**config.mk**
```make
export PLATFORM = sky130hd
export DESIGN_NAME = dsr_self_refresh_control
export DESIGN_NICKNAME = d
export VERILOG_FILES = /design/src/hdl/dsr_pkg.sv /design/src/hdl/dsr_refresh_if.sv /design/src/hdl/dsr_self_refresh_control.sv /design/src/hdl/dsr_rate_limiter.sv
export SDC_FILE = /design/constraint.sdc
export NUM_CORES = 1
export LEC_CHECK = 0
export BUFFER_PORTS_ARGS = -buffer_cell sky130_fd_sc_hd__buf_4
export CAP_MARGIN = 20
export CORE_MARGIN = 5
export CORE_UTILIZATION = 65
export CTS_CLUSTER_DIAMETER = 30
export DETAILED_ROUTE_END_ITERATION = 10
export GPL_ROUTABILITY_DRIVEN = 0
export GPL_TIMING_DRIVEN = 1
export PLACE_DENSITY = 0.81
export SLEW_MARGIN = 40
export SYNTH_ARGS = -nofsm -noshare
export SYNTH_HDL_FRONTEND = slang
export SYNTH_SLANG_ARGS = --single-unit
```
**constraint.sdc**
```tcl
create_clock -name clock_i -period 16.4 [get_ports clock_i]
set_input_delay 1.64 -clock clock_i [delete_from_list [all_inputs] [get_ports clock_i]]
set_output_delay 1.64 -clock clock_i [all_outputs]
set_load 0.01 [all_outputs]
```
**src/hdl/dsr_pkg.sv**
```systemverilog
// Package for the DDR3 self-refresh control block: modes, states and timing constants.
// Assumes a 50 MHz controller clock; all counts are in cycles of that clock.
package dsr_pkg;

  localparam logic [2:0] DSR_LP_SELF_REFRESH = 3'h2;
  localparam logic [2:0] DSR_LP_RESET = 3'h0;
  localparam logic [3:0] DSR_IDLE_DELAY_RESET = 4'h9;
  localparam logic [3:0] DSR_IDLE_DELAY_SAFE = 4'h9;

  localparam int DSR_CLK_MHZ = 50;
  // One refresh interval, in nanoseconds
  localparam int DSR_TREFI_NS = 7800;
  // Sliding window of two refresh intervals, rounded down
  localparam int DSR_WINDOW_CYC = (2 * DSR_TREFI_NS * DSR_CLK_MHZ) / 1000;
  localparam int DSR_REF_LIMIT = 16;
  localparam int DSR_SAFE_IDLE_CYC = 4096;
  localparam int DSR_CNT_W = 13;

  // Width of the limiter's stored refresh count
  localparam int DSR_HIST_W = 5;

  typedef enum logic [2:0] {
    DSR_ACTIVE = 3'h0,
    DSR_IDLE_WAIT = 3'h1,
    DSR_ENTER_REF = 3'h3,
    DSR_IN_SR = 3'h2,
    DSR_EXIT_REF = 3'h6
  } dsr_state_t;

endpackage

```
**src/hdl/dsr_refresh_if.sv**
```systemverilog
// Interface between the self-refresh sequencer and the refresh rate limiter.
// Assumes both ends run on the same controller clock.
`timescale 1ns/1ps
interface dsr_refresh_if;
  logic issue;
  logic allow;
  modport seq (output issue, input allow);
  modport lim (input issue, output allow);
endinterface

```
**src/hdl/dsr_self_refresh_control.sv**
```systemverilog
// Self-refresh sequencer for a DDR3 memory controller.
// Assumes the command path holds requests until cmd_grant_o and reports completion.
//
// How it works
// RQ1: Low-power select 0x2 lets the controller put memory into self-refresh.
// RQ2: Pending read or write in self-refresh causes exit, then commands run.
// RQ3: After commands finish, wait the idle delay before re-entering self-refresh.
// RQ4: One refresh issued on each self-refresh entry and one on each exit.
// RQ5: Idle delay 0x9 or more waits at least 4096 idle cycles.
// RQ6: At most 16 refreshes reach memory within any two refresh intervals.
// RQ7: Software using mode 0x2 should set idle delay to 0x9 or more.
// RQ8: Repeated entry/exit cycles must not push refreshes past the limit.
// RQ9: Refreshes are held back until the sliding-window count is below limit.
`timescale 1ns/1ps
module dsr_self_refresh_control
  import dsr_pkg::*;
#(
  parameter int SAFE_IDLE_CYC = DSR_SAFE_IDLE_CYC
)
(
  input wire logic clock_i,
  input wire logic rst_n_i,
  input wire logic [2:0] low_power_select_i,
  input wire logic [3:0] self_refresh_idle_delay_i,
  input wire logic cmd_pending_i,
  input wire logic cmd_busy_i,
  output logic cmd_grant_o,
  output logic refresh_cmd_o,
  output logic sr_enter_o,
  output logic sr_exit_o,
  output logic in_self_refresh_o
);

  ////////////////////////////////////////////////////////////////////////////
  typedef struct packed {
    dsr_state_t state;
    logic [DSR_CNT_W-1:0] idle_cnt;
    logic grant;
    logic refresh;
    logic enter;
    logic leave;
    logic in_sr;
  } dsr_ctl_state_t;

  dsr_ctl_state_t s;
  dsr_ctl_state_t next_s;
  dsr_refresh_if ref_if();

  // Idle target: doubling per step from 8 cycles; codes at or above 0x9 reach the safe length
  function automatic logic [DSR_CNT_W-1:0] idle_target(input logic [3:0] code);
    logic [DSR_CNT_W-1:0] t;
    t = DSR_CNT_W'(8) << code;
    if (code >= DSR_IDLE_DELAY_SAFE) begin
      t = DSR_CNT_W'(SAFE_IDLE_CYC - 1);
    end
    return t;
  endfunction

  ////////////////////////////////////////////////////////////////////////////
  always_comb begin
    next_s = s;
    next_s.refresh = 1'b0;
    next_s.enter = 1'b0;
    next_s.leave = 1'b0;
    next_s.grant = 1'b0;
    ref_if.issue = 1'b0;
    unique case (s.state)
      DSR_ACTIVE: begin
        // Grant commands only while awake, see RQ2
        next_s.grant = cmd_pending_i;
        next_s.idle_cnt = '0;
        if (!cmd_pending_i && !cmd_busy_i && low_power_select_i == DSR_LP_SELF_REFRESH) begin
          next_s.state = DSR_IDLE_WAIT;
        end
      end
      DSR_IDLE_WAIT: begin
        // Any new activity restarts the idle count, see RQ3
        if (cmd_pending_i || cmd_busy_i || low_power_select_i != DSR_LP_SELF_REFRESH) begin
          next_s.state = DSR_ACTIVE;
        end else if (s.idle_cnt >= idle_target(self_refresh_idle_delay_i)) begin
          next_s.state = DSR_ENTER_REF; // see RQ5
        end else begin
          next_s.idle_cnt = s.idle_cnt + DSR_CNT_W'(1);
        end
      end
      DSR_ENTER_REF: begin
        // A command or mode change while waiting drops the entry instead of burning two refreshes
        if (cmd_pending_i || cmd_busy_i || low_power_select_i != DSR_LP_SELF_REFRESH) begin
          next_s.state = DSR_ACTIVE; // see RQ1 RQ2
        end else if (ref_if.allow) begin
          // Entry waits for room in the refresh window, see RQ8
          ref_if.issue = 1'b1;
          next_s.refresh = 1'b1; // see RQ4
          next_s.enter = 1'b1;
          next_s.in_sr = 1'b1; // see RQ1
          next_s.state = DSR_IN_SR;
        end
      end
      DSR_IN_SR: begin
        if (cmd_pending_i || low_power_select_i != DSR_LP_SELF_REFRESH) begin
          next_s.state = DSR_EXIT_REF;
        end
      end
      DSR_EXIT_REF: begin
        // Exit refresh is also paced; commands stay held meanwhile, see RQ9
        if (ref_if.allow) begin
          ref_if.issue = 1'b1;
          next_s.refresh = 1'b1; // see RQ4
          next_s.leave = 1'b1;
          next_s.in_sr = 1'b0;
          next_s.state = DSR_ACTIVE; // see RQ2
        end
      end
      default: begin
        next_s.state = DSR_ACTIVE;
        next_s.in_sr = 1'b0;
      end
    endcase
  end

  always_ff @(posedge clock_i or negedge rst_n_i) begin
    if (!rst_n_i) begin
      s <= '0;
    end else begin
      s <= next_s;
    end
  end

  ////////////////////////////////////////////////////////////////////////////
  // Refresh count window shared by entry and exit, see RQ6
  dsr_rate_limiter u_limiter (
    .clock_i(clock_i),
    .rst_n_i(rst_n_i),
    .ref_if(ref_if)
  );

  assign cmd_grant_o = s.grant;
  assign refresh_cmd_o = s.refresh;
  assign sr_enter_o = s.enter;
  assign sr_exit_o = s.leave;
  assign in_self_refresh_o = s.in_sr;

endmodule

```
**src/hdl/dsr_rate_limiter.sv**
```systemverilog
// Counts refresh commands in a sliding window of two refresh intervals.
// Assumes the sequencer only issues when allow is high.
`timescale 1ns/1ps
module dsr_rate_limiter
  import dsr_pkg::*;
(
  input wire logic clock_i,
  input wire logic rst_n_i,
  dsr_refresh_if.lim ref_if
);

  typedef struct packed {
    logic [DSR_REF_LIMIT-1:0][DSR_CNT_W-1:0] age;
    logic [DSR_REF_LIMIT-1:0] live;
    logic [DSR_HIST_W-1:0] count;
  } dsr_lim_state_t;

  dsr_lim_state_t s;
  dsr_lim_state_t next_s;
  int slot;

  // Each live slot ages one issued refresh; it expires after the window length
  always_comb begin
    next_s = s;
    slot = DSR_REF_LIMIT;
    for (int i = 0; i < DSR_REF_LIMIT; i++) begin
      if (s.live[i]) begin
        if (s.age[i] == DSR_CNT_W'(DSR_WINDOW_CYC - 1)) begin
          next_s.live[i] = 1'b0;
          next_s.count = next_s.count - DSR_HIST_W'(1);
        end else begin
          next_s.age[i] = s.age[i] + DSR_CNT_W'(1);
        end
      end else if (slot == DSR_REF_LIMIT) begin
        slot = i;
      end
    end
    // Counting only ever admits a refresh into an empty slot; allow drops before a 16th, see RQ6
    if (ref_if.issue && slot < DSR_REF_LIMIT) begin
      next_s.live[slot] = 1'b1;
      next_s.age[slot] = '0;
      next_s.count = next_s.count + DSR_HIST_W'(1);
    end
  end

  always_ff @(posedge clock_i or negedge rst_n_i) begin
    if (!rst_n_i) begin
      s <= '0;
    end else begin
      s <= next_s;
    end
  end

  // One slot of headroom held back: allow drops once 15 refreshes are live, see RQ9
  assign ref_if.allow = (s.count < DSR_HIST_W'(DSR_REF_LIMIT - 1));

endmodule

```
==> impl_metrics.env <==
export IMPL_dp_cells=1915
export IMPL_start_util=0.661
export IMPL_diodes=0
export IMPL_post_route_drc_count=0
export IMPL_maxSlewHeadroom=0.461
export IMPL_hold_ws_ns=0.535
export IMPL_antenna_found_initial=0
export IMPL_synth_top_area_frac=0.418
export IMPL_final_setup_viol_count=0
export IMPL_grt_pass1_wl_um=54600
export IMPL_synth_seq_cells=250
export IMPL_synth_top_flop_cell="dfrtp_1"
export IMPL_dp_hpwl_um=21000
export IMPL_cts_made_buffers=53
export IMPL_rows=55
export IMPL_post_cts_setup_buffers=0
export IMPL_cap_violations=0
export IMPL_setup_tns_final_ns=0
export IMPL_cp_required_ns=16.82
export IMPL_worst_pin_slew_ns=0.806
export IMPL_cts_buffer_depth=3
export IMPL_cpPeakStageDelay_ns=0.65
export IMPL_status="complete, no violations"
export IMPL_crit_fanout=7
export IMPL_ir_drop_uv=122
export IMPL_path_class="reg -> reg"
export IMPL_netlist_area_um2=15000
export IMPL_ff2ff_path_depth=50
export IMPL_cts_clk_slew_worst_paths_ns=0.05
export IMPL_min_path_cells=2
export IMPL_crit_path_frequent_cell="ha_1"
export IMPL_rsz0062_at_grt="no"
export IMPL_finalPower_mw=1.78
export IMPL_dieArea_um2=26200
export IMPL_yosys_warnings=0
export IMPL_wl_um=31500
export IMPL_num_vias=12000
export IMPL_cts_resized=0
export IMPL_syn_nets=1704
export IMPL_power_density_nw_per_um2=102
export IMPL_arrival_ns=11.77
export IMPL_utilization=0.767
export IMPL_cts_root_buf="clkbuf_16"
export IMPL_area_growth_pct=15.9
export IMPL_htreeDepth=2
export IMPL_insertion_delay_ns=0.55
export IMPL_synth_edf_count=0
export IMPL_hp_class="reg -> reg"
export IMPL_seq_area_frac_synth=0.418
export IMPL_slew_violations=0
export IMPL_clock_skew_ns=0.0230
export IMPL_finalCritPeriodShare=0.692
export IMPL_stdcell_count=2012
export IMPL_die_h_um=162
export IMPL_cts_hold_buf=0
export IMPL_track_usage=0.243
export IMPL_ios=16
export IMPL_yosys_top_cells_area="dfrtp_1 (42%), nor2_1 (7.7%), xor2_1 (7.6%)"
export IMPL_synth_cell_type_count=74
export IMPL_dr_pass1_iters=7
export IMPL_grt_max_degree=95
export IMPL_hold_viol=0
export IMPL_die_w_um=162
export IMPL_synthArstFlopShare=1.00
export IMPL_drive_gt1_frac=0.0990
export IMPL_max_freq_mhz=88.1
export IMPL_wl_per_cell_um=15.7
export IMPL_yosys_area_top_type="dfrtp_1"
export IMPL_cts_tree="built"
export IMPL_layout_min_cycle_time_ns=11.35
export IMPL_cts_sinks=250
export IMPL_synth_most_common_cell="nor2_1"
export IMPL_nets=1743
export IMPL_via_per_inst=5.95
export IMPL_cp_end_kind="flip-flop"
export IMPL_cp_slowest_cell="or4_1"
export IMPL_place_port_buffers=15
export IMPL_synthTopCellsByCount="nor2_1 (307), dfrtp_1 (250), nand2_1 (152)"
export IMPL_synthCells=1646
export IMPL_fp_coreArea_um2=22600
export IMPL_drtAntennaViolNets=0
export IMPL_worstSetupStartpointType="flip-flop"
export IMPL_syn_area_per_cell_um2=9.10
export IMPL_grt_pass1_vias=11900
export IMPL_drt_first_iter_violations=651
export IMPL_overflow=0
export IMPL_power_leakage_nw=7.22
## cell usage in the layout, fill, tap and decap left out, types with 6 or more instances in the layout
cell type  count
or4_1         12
or2_2         15
buf_4         21
dfrtp_1      250
xor2_1       130
clkinv_4       7
o31ai_1       10
and2_1        27
o21ai_0       33
nor4b_1        8
nand4_1       61
mux2i_1       22
clkbuf_16     53
nor2_1       304
and4_1         7
a21oi_1       32
nor3_1        20
nand2b_1      15
nand2_1      152
ha_1          47
clkinv_2       8
clkbuf_8       6
nand3b_1       6
inv_1         33
nor3b_1        7
bufinv_16     11
o21a_1        10
nor4bb_1      10
xnor2_1      103
nor4_1        26
nor2b_1        6
nand3_1       93
and3_1        64
## area by class of cell
class,count,area [um2]
clock buffers,61,1420
clock inverters,36,513
fillers,1440,5280
inverters,33,124
multi-input cells,1323,8500
flip-flops and latches,250,6260
well taps,285,357
repair buffers,24,195
## path summary, 6_finish.rpt
| kind | slack, ns | end | startpoint |
|---|---|---|---|
| worst max register to register | 5.05 | u_limiter.s[4] | u_limiter.s[23] |
| max in group asynchronous | 14.08 | u_limiter.s[137] | rst_n_i |
| worst min-delay path | 0.53 | u_limiter.s[85] | u_limiter.s[85] |
| worst min register to register | 0.53 | u_limiter.s[85] | u_limiter.s[85] |
| min in group asynchronous | 1.09 | s[7] | rst_n_i |
| worst max-delay path | 5.05 | u_limiter.s[4] | u_limiter.s[23] |
## worst max-delay path, delay by kind of cell (launching register included)
family                   cells  cell delay, ns
AO/OA/AOI/OAI                9            1.65
XOR/XNOR                     1            0.36
flip-flops                   1            0.44
AND/OR/NAND/NOR             18            2.76
multiplexers                 4            1.04
buffers and inverters        2            0.13
adder cells (fa/ha/maj)     16            4.84
## through the flow
stage / instance area [um2] / setup slack [ns]
2_1_floorplan: 15000 / 6.14
3_3_place_gp: 15400 / 5.54
3_5_place_dp: 15400 / 5.14
4_1_cts: 17300 / 5.10
5_1_grt: 17400 / 4.13
6_report: 17400 / 5.05
## report_power, final
part | switching, mW | internal (mW)
registers | 0.000384 | 0.619
clock network | 0.343 | 0.791
logic | 0.0169 | 0.00586
total | 0.360 | 1.42
## logic make-up (layout without fill, tap and decap cells)
group,Yosys count,after routing,share of synthesized area
AO/OA/AOI/OAI,139,139,0.0598
XOR/XNOR,251,251,0.162
adder cells (fa/ha/maj),47,47,0.0393
buffers and inverters,73,154,0.0183
flip-flops,250,250,0.418
multiplexers,25,25,0.0170
other,1,1,0.000250
AND/OR/NAND/NOR,860,860,0.285
## state kept, by name (all words and copies together), names as in the netlist
signal,count
u_limiter.s,229
in_self_refresh_o,1
refresh_cmd_o,1
cmd_grant_o,1
sr_exit_o,1
sr_enter_o,1
s,16
## per-layer routing
layer | GRT usage | vias up | part of all wire
met5 | 0 | - | 0
met4 | 0.0780 | 0 | 0.021
met3 | 0.0452 | 67 | 0.046
met2 | 0.411 | 280 | 0.49
met1 | 0.320 | 5818 | 0.44
li1 | - | 5809 | -
(Power assumes the default switching activity.)
